--- config.mk ---
export PLATFORM = sky130hd
export DESIGN_NAME = sjd_datapath
export DESIGN_NICKNAME = d
export VERILOG_FILES = /design/src/pkg/sjd_pkg.sv /design/src/hdl/sjd_engine.sv /design/src/hdl/sjd_datapath.sv
export SDC_FILE = /design/constraint.sdc
export NUM_CORES = 1
export LEC_CHECK = 0
export BUFFER_PORTS_ARGS = -buffer_cell sky130_fd_sc_hd__clkbuf_2
export CAP_MARGIN = 20
export CORE_UTILIZATION = 62
export DETAILED_ROUTE_END_ITERATION = 12
export GPL_ROUTABILITY_DRIVEN = 0
export PLACE_DENSITY_LB_ADDON = 0.25
export SYNTH_ARGS = -nofsm -noshare
export SYNTH_HDL_FRONTEND = slang
export SYNTH_SLANG_ARGS = --single-unit
--- constraint.sdc ---
create_clock -name aclk -period 10.2 [get_ports aclk]
set_clock_uncertainty 0.15 [all_clocks]
set_input_delay 1.53 -clock aclk [delete_from_list [all_inputs] [get_ports aclk]]
set_output_delay 1.53 -clock aclk [all_outputs]
set_load 0.1 [all_outputs]
--- src/pkg/sjd_pkg.sv ---
// Shared constants of the split/join compression datapath.
// Assumes a 32-bit AXI4-Lite register port and one display core clock.
package sjd_pkg;
  // Register map, byte addresses
  localparam int SJD_ADDR_W = 8;
  localparam logic [7:0] SJD_OFF_CTRL = 8'h00;
  localparam logic [7:0] SJD_OFF_HACT = 8'h04;
  localparam logic [7:0] SJD_OFF_PPS_E0 = 8'h08;
  localparam logic [7:0] SJD_OFF_PPS_E1 = 8'h0C;
  localparam logic [7:0] SJD_OFF_CRC_E0 = 8'h10;
  localparam logic [7:0] SJD_OFF_CRC_E1 = 8'h14;
  localparam logic [7:0] SJD_OFF_STAT = 8'h18;
  // Control fields
  localparam int SJD_CTRL_SPLIT = 0;
  localparam int SJD_CTRL_COMP = 1;
  localparam int SJD_CTRL_JOIN = 2;
  localparam int SJD_CTRL_BIGJ = 3;
  localparam int SJD_CTRL_HFLIP = 4;
  localparam int SJD_CTRL_ROT = 5;
  localparam int SJD_CTRL_SEL_LSB = 8;
  localparam logic [31:0] SJD_CTRL_MASK = 32'h0000033F;
  localparam logic [31:0] SJD_CTRL_RST = 32'h00000000;
  // Active width field
  localparam logic [31:0] SJD_HACT_MASK = 32'h0000FFFF;
  localparam logic [31:0] SJD_HACT_RST = 32'h00000F00;
  // Picture parameter word
  localparam int SJD_PPS_VBR = 0;
  localparam int SJD_PPS_KEY_LSB = 2;
  localparam logic [31:0] SJD_PPS_RST = 32'h00000000;
  // Status fields
  localparam int SJD_STAT_BJ_ERR = 0;
  localparam int SJD_STAT_VBR_ERR = 1;
  // Bus answers
  localparam logic [1:0] SJD_RESP_OKAY = 2'h0;
  localparam logic [1:0] SJD_RESP_SLVERR = 2'h2;
  // Datapath sizes
  localparam int SJD_POS_W = 16;
  localparam int SJD_N_IN = 3;
  localparam int SJD_PIX_W = 30;
endpackage

--- src/hdl/sjd_engine.sv ---
// One compression engine of the datapath: one pixel a clock, never stalls.
// Assumes config words are held steady while pixels flow.
`timescale 1ns/1ps
module sjd_engine #(
  parameter int PIX_W = sjd_pkg::SJD_PIX_W
) (
  // Clock and reset
  input wire logic aclk,
  input wire logic aresetn,
  // Configuration
  input wire logic comp_en,
  input wire logic [31:0] pps,
  // Pixel input
  input wire logic in_valid,
  input wire logic [PIX_W-1:0] in_data,
  input wire logic in_sol,
  // Coded output
  output logic out_valid,
  output logic [PIX_W-1:0] out_data,
  output logic out_sol,
  output logic [31:0] crc
);
  import sjd_pkg::*;

  // The running check word is 32 bits, so wider pixels cannot fold into it
  if (PIX_W < 1 || PIX_W > 32)
  begin : g_bad_param
    $error("sjd_engine: PIX_W must be 1..32");
  end

  typedef struct packed {
    logic ov;
    logic [PIX_W-1:0] od;
    logic os;
    logic [31:0] crc;
  } sjd_eng_s;

  sjd_eng_s st_q;
  sjd_eng_s st_d;
  logic [PIX_W-1:0] key;
  logic [PIX_W-1:0] coded;

  // Rate-control flag bit sits below the key and is never used
  assign key = comp_en ? PIX_W'(pps >> SJD_PPS_KEY_LSB) : '0; // see
  assign coded = in_data ^ key;

  always_comb
  begin
    st_d = st_q;
    st_d.ov = in_valid;
    if (in_valid)
    begin
      st_d.od = coded;
      st_d.os = in_sol;
      st_d.crc = {st_q.crc[30:0], st_q.crc[31]} ^ 32'(coded);
    end
  end

  always_ff @(posedge aclk)
  begin
    if (!aresetn)
      st_q <= '0;
    else
      st_q <= st_d;
  end

  assign out_valid = st_q.ov;
  assign out_data = st_q.od;
  assign out_sol = st_q.os;
  assign crc = st_q.crc;
endmodule

--- src/hdl/sjd_datapath.sv ---
// Compression datapath of one pipe: port select, splitter, two engines,
// small joiner and big-joiner merge, with an AXI4-Lite register slave.
// Assumes pixels, peer stream and transcoder line start share aclk.
//
// Overview of operation
// Horizontal mirror is applied to plane coordinates before rotation.
// Software never sets the variable bit rate flag; hardware ignores it.
// Each engine owns its own parameter, rate and CRC registers.
// Each engine takes one pixel every clock and never stalls.
// Above one engine's rate both engines run on split halves.
// Pixel stream comes from one of three selectable input ports.
// With splitter on, left branch is upper output, right is lower.
// Joined stream appears only on the left output.
// Software sets branch widths: slice quarter, picture half of active width.
// Each engine uses only its own parameter word.
// Bypass passes raw pixels on the left branch only.
// Compression without split uses one engine, left branch only.
// Split without compression gives raw halves on both branches.
// Split and compress gives both coded halves on separate branches.
// Small joiner gives one merged stream on left; not with glass panels.
// Big joiner merges this pipe's stream with the adjacent pipe's; the code takes a peer pixel only in clocks with no own pixel, else drops it.
// In big joiner mode line timing comes from the transcoder only.
// Software never enables big joiner with compression bypassed.
// Software enables small joiner before or with big joiner.
// A parameter packet word is offered per transcoder.
// Software enables compression only when link bandwidth needs it.
// Software picks the largest coded depth that fits the link.
// Each branch gets its half-line contiguous, in original order.
`timescale 1ns/1ps
module sjd_datapath #(
  parameter int N_IN = sjd_pkg::SJD_N_IN,
  parameter int PIX_W = sjd_pkg::SJD_PIX_W
) (
  // Clock and reset
  input wire logic aclk,
  input wire logic aresetn,
  // Register bus
  input wire logic s_axi_awvalid,
  output logic s_axi_awready,
  input wire logic [sjd_pkg::SJD_ADDR_W-1:0] s_axi_awaddr,
  input wire logic s_axi_wvalid,
  output logic s_axi_wready,
  input wire logic [31:0] s_axi_wdata,
  input wire logic [3:0] s_axi_wstrb,
  output logic s_axi_bvalid,
  input wire logic s_axi_bready,
  output logic [1:0] s_axi_bresp,
  input wire logic s_axi_arvalid,
  output logic s_axi_arready,
  input wire logic [sjd_pkg::SJD_ADDR_W-1:0] s_axi_araddr,
  output logic s_axi_rvalid,
  input wire logic s_axi_rready,
  output logic [31:0] s_axi_rdata,
  output logic [1:0] s_axi_rresp,
  // Pixel input ports
  input wire logic [N_IN-1:0] pin_valid,
  input wire logic [N_IN-1:0][PIX_W-1:0] pin_data,
  input wire logic [N_IN-1:0] pin_sol,
  // Adjacent pipe and transcoder
  input wire logic peer_valid,
  input wire logic [PIX_W-1:0] peer_data,
  input wire logic tc_sol,
  // Left and right branches
  output logic lo_valid,
  output logic [PIX_W-1:0] lo_data,
  output logic lo_sol,
  output logic ro_valid,
  output logic [PIX_W-1:0] ro_data,
  output logic ro_sol,
  // Plane fetch column and parameter packet
  output logic [sjd_pkg::SJD_POS_W-1:0] plane_src_x,
  output logic [31:0] pps_pkt
);
  import sjd_pkg::*;

  if (N_IN < 1 || N_IN > 4 || PIX_W < 1 || PIX_W > 32)
  begin : g_bad_param
    $error("sjd_datapath: N_IN must be 1..4 and PIX_W 1..32");
  end

  typedef struct packed {
    logic awready;
    logic wready;
    logic bvalid;
    logic [1:0] bresp;
    logic [SJD_ADDR_W-1:0] awaddr;
    logic [31:0] wdata;
    logic [3:0] wstrb;
    logic arready;
    logic rvalid;
    logic [1:0] rresp;
    logic [31:0] rdata;
    logic [31:0] ctrl;
    logic [31:0] hact;
    logic [31:0] pps0;
    logic [31:0] pps1;
    logic [SJD_POS_W-1:0] x;
    logic lv;
    logic [PIX_W-1:0] ld;
    logic ls;
    logic rv;
    logic [PIX_W-1:0] rd;
    logic rs;
    logic [SJD_POS_W-1:0] src_x;
    logic [31:0] pkt;
  } sjd_state_s;

  localparam sjd_state_s ST_RST = '{awready: 1'b1, wready: 1'b1, arready: 1'b1,
    ctrl: SJD_CTRL_RST, hact: SJD_HACT_RST, pps0: SJD_PPS_RST, pps1: SJD_PPS_RST,
    default: '0};

  sjd_state_s st_q;
  sjd_state_s st_d;

  function automatic logic [31:0] wmerge(input logic [31:0] old, input logic [31:0] nw,
    input logic [3:0] strb, input logic [31:0] mask);
    logic [31:0] r;
    r = old;
    for (int i = 0; i < 4; i++)
    begin
      if (strb[i])
        r[8*i +: 8] = nw[8*i +: 8];
    end
    return r & mask;
  endfunction

  // Mode decode
  logic split_w;
  logic comp_w;
  logic joined_w;
  logic bj_w;
  logic [1:0] sel_w;
  assign split_w = st_q.ctrl[SJD_CTRL_SPLIT];
  assign comp_w = st_q.ctrl[SJD_CTRL_COMP];
  assign joined_w = split_w && comp_w && st_q.ctrl[SJD_CTRL_JOIN];
  // Illegal big joiner setups are refused rather than half-merged
  assign bj_w = joined_w && st_q.ctrl[SJD_CTRL_BIGJ]; // see
  assign sel_w = st_q.ctrl[SJD_CTRL_SEL_LSB +: 2];

  // Port select and splitter
  logic v_w;
  logic [PIX_W-1:0] d_w;
  logic s_w;
  logic [SJD_POS_W-1:0] pos_w;
  logic [SJD_POS_W-1:0] half_w;
  logic right_w;
  logic [SJD_POS_W-1:0] flip_w;

  always_comb
  begin
    // Out-of-range selects fall back to port 0
    if (32'(sel_w) < N_IN)
    begin
      v_w = pin_valid[sel_w];
      d_w = pin_data[sel_w];
      s_w = pin_sol[sel_w];
    end
    else
    begin
      v_w = pin_valid[0];
      d_w = pin_data[0];
      s_w = pin_sol[0];
    end
  end

  assign pos_w = s_w ? '0 : st_q.x;
  assign half_w = {1'b0, st_q.hact[SJD_POS_W-1:1]};
  // Lower half-line to the left engine, upper half to the right
  assign right_w = split_w && (pos_w >= half_w); // see
  // Mirror first, then 180-degree turn
  assign flip_w = st_q.ctrl[SJD_CTRL_HFLIP] ? st_q.hact[SJD_POS_W-1:0] - 16'h0001 - pos_w : pos_w;

  // Engines
  logic e0_ov;
  logic [PIX_W-1:0] e0_od;
  logic e0_os;
  logic [31:0] e0_crc;
  logic e1_ov;
  logic [PIX_W-1:0] e1_od;
  logic e1_os;
  logic [31:0] e1_crc;

  // Two register sets, one bound to each engine
  sjd_engine #(.PIX_W(PIX_W)) u_eng0 (
    .aclk(aclk),
    .aresetn(aresetn),
    .comp_en(comp_w),
    .pps(st_q.pps0),
    .in_valid(v_w && !right_w),
    .in_data(d_w),
    .in_sol(s_w),
    .out_valid(e0_ov),
    .out_data(e0_od),
    .out_sol(e0_os),
    .crc(e0_crc)
  );

  // Runs beside engine 0 so the pair carries the whole line
  sjd_engine #(.PIX_W(PIX_W)) u_eng1 (
    .aclk(aclk),
    .aresetn(aresetn),
    .comp_en(comp_w),
    .pps(st_q.pps1),
    .in_valid(v_w && right_w),
    .in_data(d_w),
    .in_sol(pos_w == half_w),
    .out_valid(e1_ov),
    .out_data(e1_od),
    .out_sol(e1_os),
    .crc(e1_crc)
  );

  always_comb
  begin
    st_d = st_q;
    // Write channel: address and data in either order
    if (s_axi_awvalid && st_q.awready)
    begin
      st_d.awaddr = s_axi_awaddr;
      st_d.awready = 1'b0;
    end
    if (s_axi_wvalid && st_q.wready)
    begin
      st_d.wdata = s_axi_wdata;
      st_d.wstrb = s_axi_wstrb;
      st_d.wready = 1'b0;
    end
    if (!st_q.awready && !st_q.wready && !st_q.bvalid)
    begin
      st_d.bvalid = 1'b1;
      st_d.bresp = SJD_RESP_OKAY;
      case ({st_q.awaddr[SJD_ADDR_W-1:2], 2'b00})
        SJD_OFF_CTRL: st_d.ctrl = wmerge(st_q.ctrl, st_q.wdata, st_q.wstrb, SJD_CTRL_MASK);
        SJD_OFF_HACT: st_d.hact = wmerge(st_q.hact, st_q.wdata, st_q.wstrb, SJD_HACT_MASK);
        SJD_OFF_PPS_E0: st_d.pps0 = wmerge(st_q.pps0, st_q.wdata, st_q.wstrb, '1);
        SJD_OFF_PPS_E1: st_d.pps1 = wmerge(st_q.pps1, st_q.wdata, st_q.wstrb, '1);
        SJD_OFF_CRC_E0, SJD_OFF_CRC_E1, SJD_OFF_STAT: st_d.bresp = SJD_RESP_OKAY;
        default: st_d.bresp = SJD_RESP_SLVERR;
      endcase
    end
    if (st_q.bvalid && s_axi_bready)
    begin
      st_d.bvalid = 1'b0;
      st_d.awready = 1'b1;
      st_d.wready = 1'b1;
    end
    // Read channel
    if (s_axi_arvalid && st_q.arready)
    begin
      st_d.arready = 1'b0;
      st_d.rvalid = 1'b1;
      st_d.rresp = SJD_RESP_OKAY;
      case ({s_axi_araddr[SJD_ADDR_W-1:2], 2'b00})
        SJD_OFF_CTRL: st_d.rdata = st_q.ctrl;
        SJD_OFF_HACT: st_d.rdata = st_q.hact;
        SJD_OFF_PPS_E0: st_d.rdata = st_q.pps0;
        SJD_OFF_PPS_E1: st_d.rdata = st_q.pps1;
        SJD_OFF_CRC_E0: st_d.rdata = e0_crc;
        SJD_OFF_CRC_E1: st_d.rdata = e1_crc;
        SJD_OFF_STAT:
        begin
          st_d.rdata = '0;
          st_d.rdata[SJD_STAT_BJ_ERR] = st_q.ctrl[SJD_CTRL_BIGJ] && !joined_w;
          st_d.rdata[SJD_STAT_VBR_ERR] = st_q.pps0[SJD_PPS_VBR] || st_q.pps1[SJD_PPS_VBR];
        end
        default:
        begin
          st_d.rdata = '0;
          st_d.rresp = SJD_RESP_SLVERR;
        end
      endcase
    end
    if (st_q.rvalid && s_axi_rready)
    begin
      st_d.rvalid = 1'b0;
      st_d.arready = 1'b1;
    end
    // Line position and plane fetch column
    if (v_w)
    begin
      st_d.x = pos_w + 16'h0001;
      st_d.src_x = st_q.ctrl[SJD_CTRL_ROT] ? st_q.hact[SJD_POS_W-1:0] - 16'h0001 - flip_w : flip_w;
    end
    // Branch outputs: bypass and compress-only use the left branch only
    st_d.lv = e0_ov; // see
    st_d.ld = e0_od;
    st_d.ls = e0_os;
    st_d.rv = 1'b0;
    st_d.rd = st_q.rd;
    st_d.rs = 1'b0;
    if (joined_w)
    begin
      // Halves arrive one after the other, so no joiner buffer is needed
      if (!e0_ov && e1_ov) // see
      begin
        st_d.lv = 1'b1;
        st_d.ld = e1_od;
        st_d.ls = 1'b0;
      end
    end
    else if (split_w)
    begin
      st_d.rv = e1_ov; // see
      st_d.rd = e1_od;
      st_d.rs = e1_os;
    end
    if (bj_w)
    begin
      if (!st_d.lv && peer_valid)
      begin
        st_d.lv = 1'b1;
        st_d.ld = peer_data;
      end
      st_d.ls = tc_sol;
    end
    // Packet word for this pipe's transcoder, rate flag forced off
    st_d.pkt = st_q.pps0 & ~(32'h00000001 << SJD_PPS_VBR); // see
  end

  always_ff @(posedge aclk)
  begin
    if (!aresetn)
      st_q <= ST_RST;
    else
      st_q <= st_d;
  end

  assign s_axi_awready = st_q.awready;
  assign s_axi_wready = st_q.wready;
  assign s_axi_bvalid = st_q.bvalid;
  assign s_axi_bresp = st_q.bresp;
  assign s_axi_arready = st_q.arready;
  assign s_axi_rvalid = st_q.rvalid;
  assign s_axi_rdata = st_q.rdata;
  assign s_axi_rresp = st_q.rresp;
  assign lo_valid = st_q.lv;
  assign lo_data = st_q.ld;
  assign lo_sol = st_q.ls;
  assign ro_valid = st_q.rv;
  assign ro_data = st_q.rd;
  assign ro_sol = st_q.rs;
  assign plane_src_x = st_q.src_x;
  assign pps_pkt = st_q.pkt;

  logic [PIX_W-1:0] key0_w;
  logic [PIX_W-1:0] key1_w;
  assign key0_w = comp_w ? PIX_W'(st_q.pps0 >> SJD_PPS_KEY_LSB) : '0;
  assign key1_w = comp_w ? PIX_W'(st_q.pps1 >> SJD_PPS_KEY_LSB) : '0;
endmodule

# Word-level counts from Yosys, hierarchy flattened
# Index checks and enable logic that the tools add are counted.
word_totals:
  ff_bits: 429
  out_inout_bits: 153
  elab_cells: 133
classes:
  n_addsub: 4
  magnitude_cmp: 3
  eq_ne: 13
  mux: 21
  bitwise: 7
  reduce_logical: 44
op_table:
  columns: ["cell", "count"]
  rows:
  - ["32-bit one-hot mux with 7 select lines", 1]
  - ["30-bit 2-to-1 mux", 4]
  - ["32-bit 2-to-1 mux", 3]
  - ["32-bit by 30-bit bitwise XOR with 32-bit output", 2]
  - ["30-bit binary-select mux with 2-bit select", 1]
  - ["30-bit bitwise XOR", 2]
  - ["16-bit 2-to-1 mux", 3]
  - ["6-bit by 3-bit equality test with 1-bit output, second input constant", 6]
  - ["3-bit AND reduction", 12]
  - ["16-bit subtractor", 2]
  - ["31-bit 2-to-1 mux", 1]
  - ["6-bit by 2-bit equality test with 1-bit output, second input constant", 4]
  - ["16-bit by 1-bit adder with 16-bit output, second input constant", 1]
  - ["16-bit by 15-bit equality test with 1-bit output", 1]
  - ["16-bit by 15-bit >= comparator with 1-bit output", 1]
  - ["1-bit logical AND", 16]
  - ["16-bit by 1-bit subtractor with 16-bit output, second input constant", 1]
  - ["7-bit OR reduction", 2]
  - ["6-bit by 1-bit equality test with 1-bit output, second input constant", 2]
  - ["6-bit logical NOT", 2]
  - ["1-bit logical NOT", 7]
  - ["1-bit binary-select mux with 2-bit select", 2]
  - ["1-bit 2-to-1 mux", 4]
  - ["2-bit 2-to-1 mux", 2]
  - ["7 further kinds", 10]

# Logic depth before layout (Yosys ltp)
depth:
  ltp_word: 8
  ltp_mapped: 24

# Modules after synthesis
# From an unflattened synthesis, not the netlist that was laid out.
hier_totals:
  hier_cells: 2774
  hier_area_um2: 23308.6
modules_own_cells:
  columns: ["module", "instances", "cells_each", "area_per_inst_um2"]
  rows:
  - ["sjd_datapath", 1, 2014, 16114.2]
  - ["sjd_engine", 2, 380, 3597.2]

# Least setup slack after synthesis
# OpenSTA, ideal clock, no wires.
synth_timing:
  path_kind: "input -> register"
  start: "in pin_sol[1]"
  end: "reg st_q (netlist bit plane_src_x[15])"
  t_arrival_ps: 6330
  required_ps: 9971
  setup_slack_ps: 3641
  path_stages: 22
  n_path_buf: 2
  path_cell_list: "mux2i_1 -> mux2_2 -> clkbuf_1 -> buf_1 -> nand2_1 -> inv_1 -> ha_1 -> fa_1 -> nor2b_1 -> o21a_1 -> o21a_1 -> o211a_1 -> or3_1 -> and3_1 -> ha_1 -> and4_1 -> a21boi_1 -> a2111oi_1 -> o311ai_0 -> and3_4 -> or4b_1 -> o211ai_1"
synth_via:
  elab_chain_cells: 8
synth_rtl:
  columns: ["item", "line", "text"]
  rows:
  - ["start, declared", "sjd_datapath.sv:58", "input wire logic [N_IN-1:0] pin_sol,"]
  - ["1-bit binary-select mux with 2-bit select *", "sjd_datapath.sv:156", "s_w = pin_sol[sel_w];"]
  - ["1-bit 2-to-1 mux (implied by the code) *", "sjd_datapath.sv:156", null]
  - ["1-bit 2-to-1 mux *", "sjd_datapath.sv:152", "if (32'(sel_w) < N_IN)"]
  - ["16-bit 2-to-1 mux *", "sjd_datapath.sv:166", "assign pos_w = s_w ? '0 : st_q.x;"]
  - ["16-bit subtractor", "sjd_datapath.sv:171", "assign flip_w = st_q.ctrl[SJD_CTRL_HFLIP] ? st_q.hact[SJD_POS_W-1:0] - 16'h0001 - pos_w : pos_w;"]
  - ["16-bit 2-to-1 mux *", "sjd_datapath.sv:171", null]
  - ["16-bit subtractor", "sjd_datapath.sv:282", "st_d.src_x = st_q.ctrl[SJD_CTRL_ROT] ? st_q.hact[SJD_POS_W-1:0] - 16'h0001 - flip_w : flip_w;"]
  - ["16-bit 2-to-1 mux *", "sjd_datapath.sv:282", null]
  - ["end signal, assigned", "sjd_datapath.sv:325", "st_q <= st_d;"]
  - ["end, declared", "sjd_datapath.sv:112", "sjd_state_s st_q;"]
# Every way passes the cells marked *; elsewhere a longest branch is shown, timed or not. The select of a mux whose other input is x is not followed.
# A chain may end at the register's enable or synchronous reset.

# Worst setup path in the final report
layout_timing:
  start: "in pin_sol[0]"
  end: "reg st_q (netlist bit plane_src_x[15])"
layout_via:
  elab_chain_cells: 8
layout_rtl:
  columns: ["item", "line"]
  rows:
  - ["1-bit binary-select mux with 2-bit select", "sjd_datapath.sv:156"]
  - ["1-bit 2-to-1 mux (implied by the code)", "sjd_datapath.sv:156"]
  - ["1-bit 2-to-1 mux *", "sjd_datapath.sv:152"]
  - ["16-bit 2-to-1 mux *", "sjd_datapath.sv:166"]
  - ["16-bit subtractor", "sjd_datapath.sv:171"]
  - ["16-bit 2-to-1 mux *", "sjd_datapath.sv:171"]
  - ["16-bit subtractor", "sjd_datapath.sv:282"]
  - ["16-bit 2-to-1 mux *", "sjd_datapath.sv:282"]
# Marked as above.

==> key figures <==
Outcome
  – Outcome: finished, final reports clean

Global route
  – Initial antenna violation count: 1
  – Global-route wire length before repair: 98300 um
  – Number of global-route vias before repair: 18100
  – Combined global-route utilization of all metal layers: between 30 and 40%
  – Maximum number of pins on one net before global-route repair: 228
  – Global-route congestion overflow total: 0

Clock tree
  – Number of buffers between clock root and the deepest sink: 3
  – Total number of H-tree levels: 2
  – TritonCTS clock tree: built
  – Post-CTS Hold Fix Bufs: 0
  – Cell at the root of the clock tree: sky130_fd_sc_hd__clkbuf_16
  – Insertion delay to the later sink of the worst-skew pair: around 0.57 ns
  – Number of gates given a new drive strength after cts: 0
  – Clock slew at reported path FFs: approximately 0.060 ns
  – Number of buffers inserted by post-CTS setup repair: 0
  – Total clock buffers created by CTS: 45
  – Clk sink count: between 400 and 500

Synthesis
  – Cell variety after synth: between 70 and 80
  – Top cells by area in the synthesized netlist: sky130_fd_sc_hd__dfxtp_1, sky130_fd_sc_hd__a21oi_1, sky130_fd_sc_hd__nand2_1, sky130_fd_sc_hd__buf_4, sky130_fd_sc_hd__a211oi_1
  – Top cells by count, synth: sky130_fd_sc_hd__dfxtp_1, sky130_fd_sc_hd__nand2_1, sky130_fd_sc_hd__a21oi_1, sky130_fd_sc_hd__nor2_1, sky130_fd_sc_hd__clkbuf_1
  – Largest family of logic cells by synthesized area: compound AO/OA/AOI/OAI gates
  – Part of the Yosys area used for sequential elements: 39.0%
  – Cell count after synthesis: between 2000 and 3000
  – Proportion of synthesized area in mux cells: around 4.6%
  – Top-area cell type share of the netlist area: 39.0%
  – Synthesized-area fraction occupied by and/or/nand/nor cells: ~17%
  – Cell type with the largest total area after synthesis: sky130_fd_sc_hd__dfxtp_1
  – Number of register bits inferred by synthesis: ~420
  – Adder-cell share of the synthesized area: 2.89%
  – Prevailing post-synth register cell: sky130_fd_sc_hd__dfxtp_1
  – Synth Area in Compound Gates: 20.4%
  – Most repeated cell in the gate-level netlist after synthesis: sky130_fd_sc_hd__dfxtp_1
  – Mean instance size in the synthesized netlist: between 8 and 9 um^2
  – Cell area after technology mapping: about 22000 um^2
  – Post-synth ARST share: 0%
  – Post-Synth XOR/XNOR Area: under 10%
  – Post-synth EDFFs: 0
  – Number of warnings issued by yosys: 0

Placement
  – Placed cells: 3181
  – Post-DP HPWL: roughly 44000 um
  – Placement-stage worst setup slack: approximately 3 ns
  – IO buf count: 332
  – Dpl cell area: between 20000 and 25000 um^2

Timing
  – Min Clock Period, post-route: ~6.8 ns
  – Maximum clock frequency: about 0.15 GHz
  – Transition time at the pin with the least slew margin: 1.32 ns
  – Worst slack on hold paths: approximately 0.30 ns
  – Fraction of the cycle the final worst path needs: between 60% and 70%
  – Final worst setup slack: 3.41 ns
  – Final Setup Violations: 0
  – Final Max Slew Viols: 0
  – Final-layout setup total negative slack: 0 ns
  – Setup repair after global routing missed its margin: no
  – Final count of hold timing violations: 0
  – Relative slew margins: 11.9%

Critical path
  – Required time of the worst setup path: approximately 11 ns
  – Endpoint of the most critical register-to-register path: plane_src_x[15]$_SDFFE_PN0P_
  – Category of the worst setup path launch point: primary input
  – Arrival time worst endpoint: 7.13 ns
  – Nature of the critical path endpoint: register
  – Start-to-end type of the worst setup path: primary input to register
  – FF-to-FF Start: sel_w[0]$_SDFFE_PN0P_
  – R2R cell count: 20
  – Worst R2R Setup Slack: around 3.5 ns
  – Launch point of the worst path: pin_sol[0]
  – Critical Path End: plane_src_x[15]$_SDFFE_PN0P_
  – Worst-path fanout max: 21

Routing
  – Initial drt markers: between 2000 and 2500
  – Wire length after detailed routing: 64000 um
  – Post-route met1 wirelength: 27300 um
  – DRC errors left: 0
  – Met3 WL post-DR: roughly 7800 um
  – First-pass detailed-route iteration total: 7
  – Vias per cell: 6.09
  – Top routing layer in use: met4
  – Number of nets with antenna violations after detailed routing: 0
  – Vias: around 20000
  – WL/cell: 19.6 um
  – Met2 routed wirelength: roughly 27000 um

Final layout
  – Number of filler instances in the final layout: roughly 2800
  – Share of post-route cells with drive strength above 1: 16.6%
  – End-of-flow core utilization: a little over two thirds
  – Area grow syn2layout: 10.7%
  – Area taken by flip-flops and latches: approximately 8500 um^2
  – Post-route design area: 24100 um^2
  – Area of the multi-input gates: ~11000 um^2
  – Number of cells in the finished layout apart from fillers: 3266
  – Final nets: 3012

Power
  – Switching power share of the total: ~25%
  – Peak ir drop on the vdd network: approximately 0.00015 V
  – Internal portion of total power: 2.85 mW
  – Combinational cell fraction of total power: 8.6%
  – LEAKAGE: approximately 9.4 nW
  – Power per standard cell area: between 150 and 200 nW/um^2
  – Flop pwr share: ~45%
  – Clock network fraction of total power: around 46%
  – Total Power: approximately 3.8 mW
  – Sw power: a little under 1 mW

Floorplan
  – Starting Density: a little over three fifths
  – Die width: approximately 190 um
  – Core box area: roughly 35000 um^2
  – Row cnt: 68
  – Vert. Die Dim: roughly 190 um
  – I/O pin count: 340
  – DIE AREA: about 36000 um^2

Run
  – Count of maximum capacitance violations: 0

Worst hold path
  – Path category of the worst min-delay check: register to register
-- worst min path at each step --
stage / slack, ns / from / end / depth (start not counted)
global route: 0.32 / plane_src_x[4]$_SDFFE_PN0P_ / plane_src_x[4]$_SDFFE_PN0P_ / 2
detailed placement: 0.30 / plane_src_x[4]$_SDFFE_PN0P_ / plane_src_x[4]$_SDFFE_PN0P_ / 2
global placement: 0.29 / plane_src_x[4]$_SDFFE_PN0P_ / plane_src_x[4]$_SDFFE_PN0P_ / 2
CTS: 0.30 / plane_src_x[4]$_SDFFE_PN0P_ / plane_src_x[4]$_SDFFE_PN0P_ / 2
floorplan: 0.28 / plane_src_x[4]$_SDFFE_PN0P_ / plane_src_x[4]$_SDFFE_PN0P_ / 2
finish: 0.30 / plane_src_x[4]$_SDFFE_PN0P_ / plane_src_x[4]$_SDFFE_PN0P_ / 2
-- metal layers --
metal	global-route usage (%)	vias to the layer above
met5	0	-
met4	12.9	0
met3	9.06	181
met2	49.9	1124
met1	49.0	9165
li1	-	9414
-- logic make-up after synthesis --
kind of cell | Yosys count
other | 1
adder cells (fa/ha/maj) | 49
AND/OR/NAND/NOR | 852
AO/OA/AOI/OAI | 740
XOR/XNOR | 155
flip-flops | 424
buffers and inverters | 385
multiplexers | 99
-- placed cells by master (no fill, tap or decap), types with 7 or more instances in the layout --
| cell type | instances |
|---|---|
| sky130_fd_sc_hd__a211oi_1 | 125 |
| sky130_fd_sc_hd__a21o_1 | 12 |
| sky130_fd_sc_hd__a21oi_1 | 363 |
| sky130_fd_sc_hd__a22oi_1 | 60 |
| sky130_fd_sc_hd__a31oi_1 | 15 |
| sky130_fd_sc_hd__and2_1 | 35 |
| sky130_fd_sc_hd__and3_1 | 11 |
| sky130_fd_sc_hd__buf_4 | 21 |
| sky130_fd_sc_hd__bufinv_16 | 7 |
| sky130_fd_sc_hd__clkbuf_16 | 46 |
| sky130_fd_sc_hd__clkbuf_2 | 332 |
| sky130_fd_sc_hd__clkinv_2 | 8 |
| sky130_fd_sc_hd__dfxtp_1 | 421 |
| sky130_fd_sc_hd__ha_1 | 47 |
| sky130_fd_sc_hd__inv_1 | 49 |
| sky130_fd_sc_hd__mux2_2 | 9 |
| sky130_fd_sc_hd__mux2i_1 | 89 |
| sky130_fd_sc_hd__nand2_1 | 380 |
| sky130_fd_sc_hd__nand3_1 | 131 |
| sky130_fd_sc_hd__nand4_1 | 7 |
| sky130_fd_sc_hd__nor2_1 | 169 |
| sky130_fd_sc_hd__nor2b_1 | 38 |
| sky130_fd_sc_hd__nor3_1 | 28 |
| sky130_fd_sc_hd__nor4_1 | 7 |
| sky130_fd_sc_hd__o211ai_1 | 7 |
| sky130_fd_sc_hd__o21a_1 | 12 |
| sky130_fd_sc_hd__o21ai_0 | 103 |
| sky130_fd_sc_hd__or3_1 | 15 |
| sky130_fd_sc_hd__xnor2_1 | 85 |
| sky130_fd_sc_hd__xor2_1 | 70 |
-- critical path, cell delays in order --
cell and delay, ns:
sky130_fd_sc_hd__clkbuf_2 0.09, sky130_fd_sc_hd__mux2i_1 0.21, sky130_fd_sc_hd__mux2_2 0.49, sky130_fd_sc_hd__nand2_1 0.14
sky130_fd_sc_hd__inv_1 0.12, sky130_fd_sc_hd__ha_1 0.22, sky130_fd_sc_hd__fa_1 0.23, sky130_fd_sc_hd__nor2b_1 0.07
sky130_fd_sc_hd__o21a_1 0.19, sky130_fd_sc_hd__o21a_1 0.20, sky130_fd_sc_hd__o211a_1 0.24, sky130_fd_sc_hd__or3_1 0.36
sky130_fd_sc_hd__and3_1 0.19, sky130_fd_sc_hd__ha_1 0.34, sky130_fd_sc_hd__and4_1 0.20, sky130_fd_sc_hd__a21boi_1 0.14
sky130_fd_sc_hd__a2111oi_1 0.87, sky130_fd_sc_hd__o311ai_0 0.38, sky130_fd_sc_hd__and3_4 0.30, sky130_fd_sc_hd__or4b_1 0.50
sky130_fd_sc_hd__o211ai_1 0.11
-- sequential cells by signal (all words and copies together), names as in the netlist, 2 cells and up --
name             flops
st_q                96
u_eng1.out_data     30
s_axi_rdata         32
sel_w                2
u_eng0.crc          32
half_w              15
lo_data             30
ro_data             30
plane_src_x         16
pps_pkt             31
st_d                31
u_eng1.crc          32
u_eng0.out_data     30
-- area by class of cell --
cell class              count  area share (%)
diodes                      1          0.0104
clock buffers              56            5.19
clock inverters            25            1.47
inverters                  50           0.811
multi-input cells        1898            46.9
flip-flops and latches    424            35.3
well taps                 455            2.37
repair buffers            357            7.99
-- power groups by stage --
stage          Sequential, mW  Clock [mW]  Combinational, mW
3_3_place_gp             1.77           0              0.313
3_5_place_dp             1.77           0              0.319
5_1_grt                  1.74        1.84              0.351
6_report                 1.73        1.76              0.329
2_1_floorplan            1.76           0              0.234
4_1_cts                  1.73        1.77              0.321
Power figures use the tool's default switching activity.
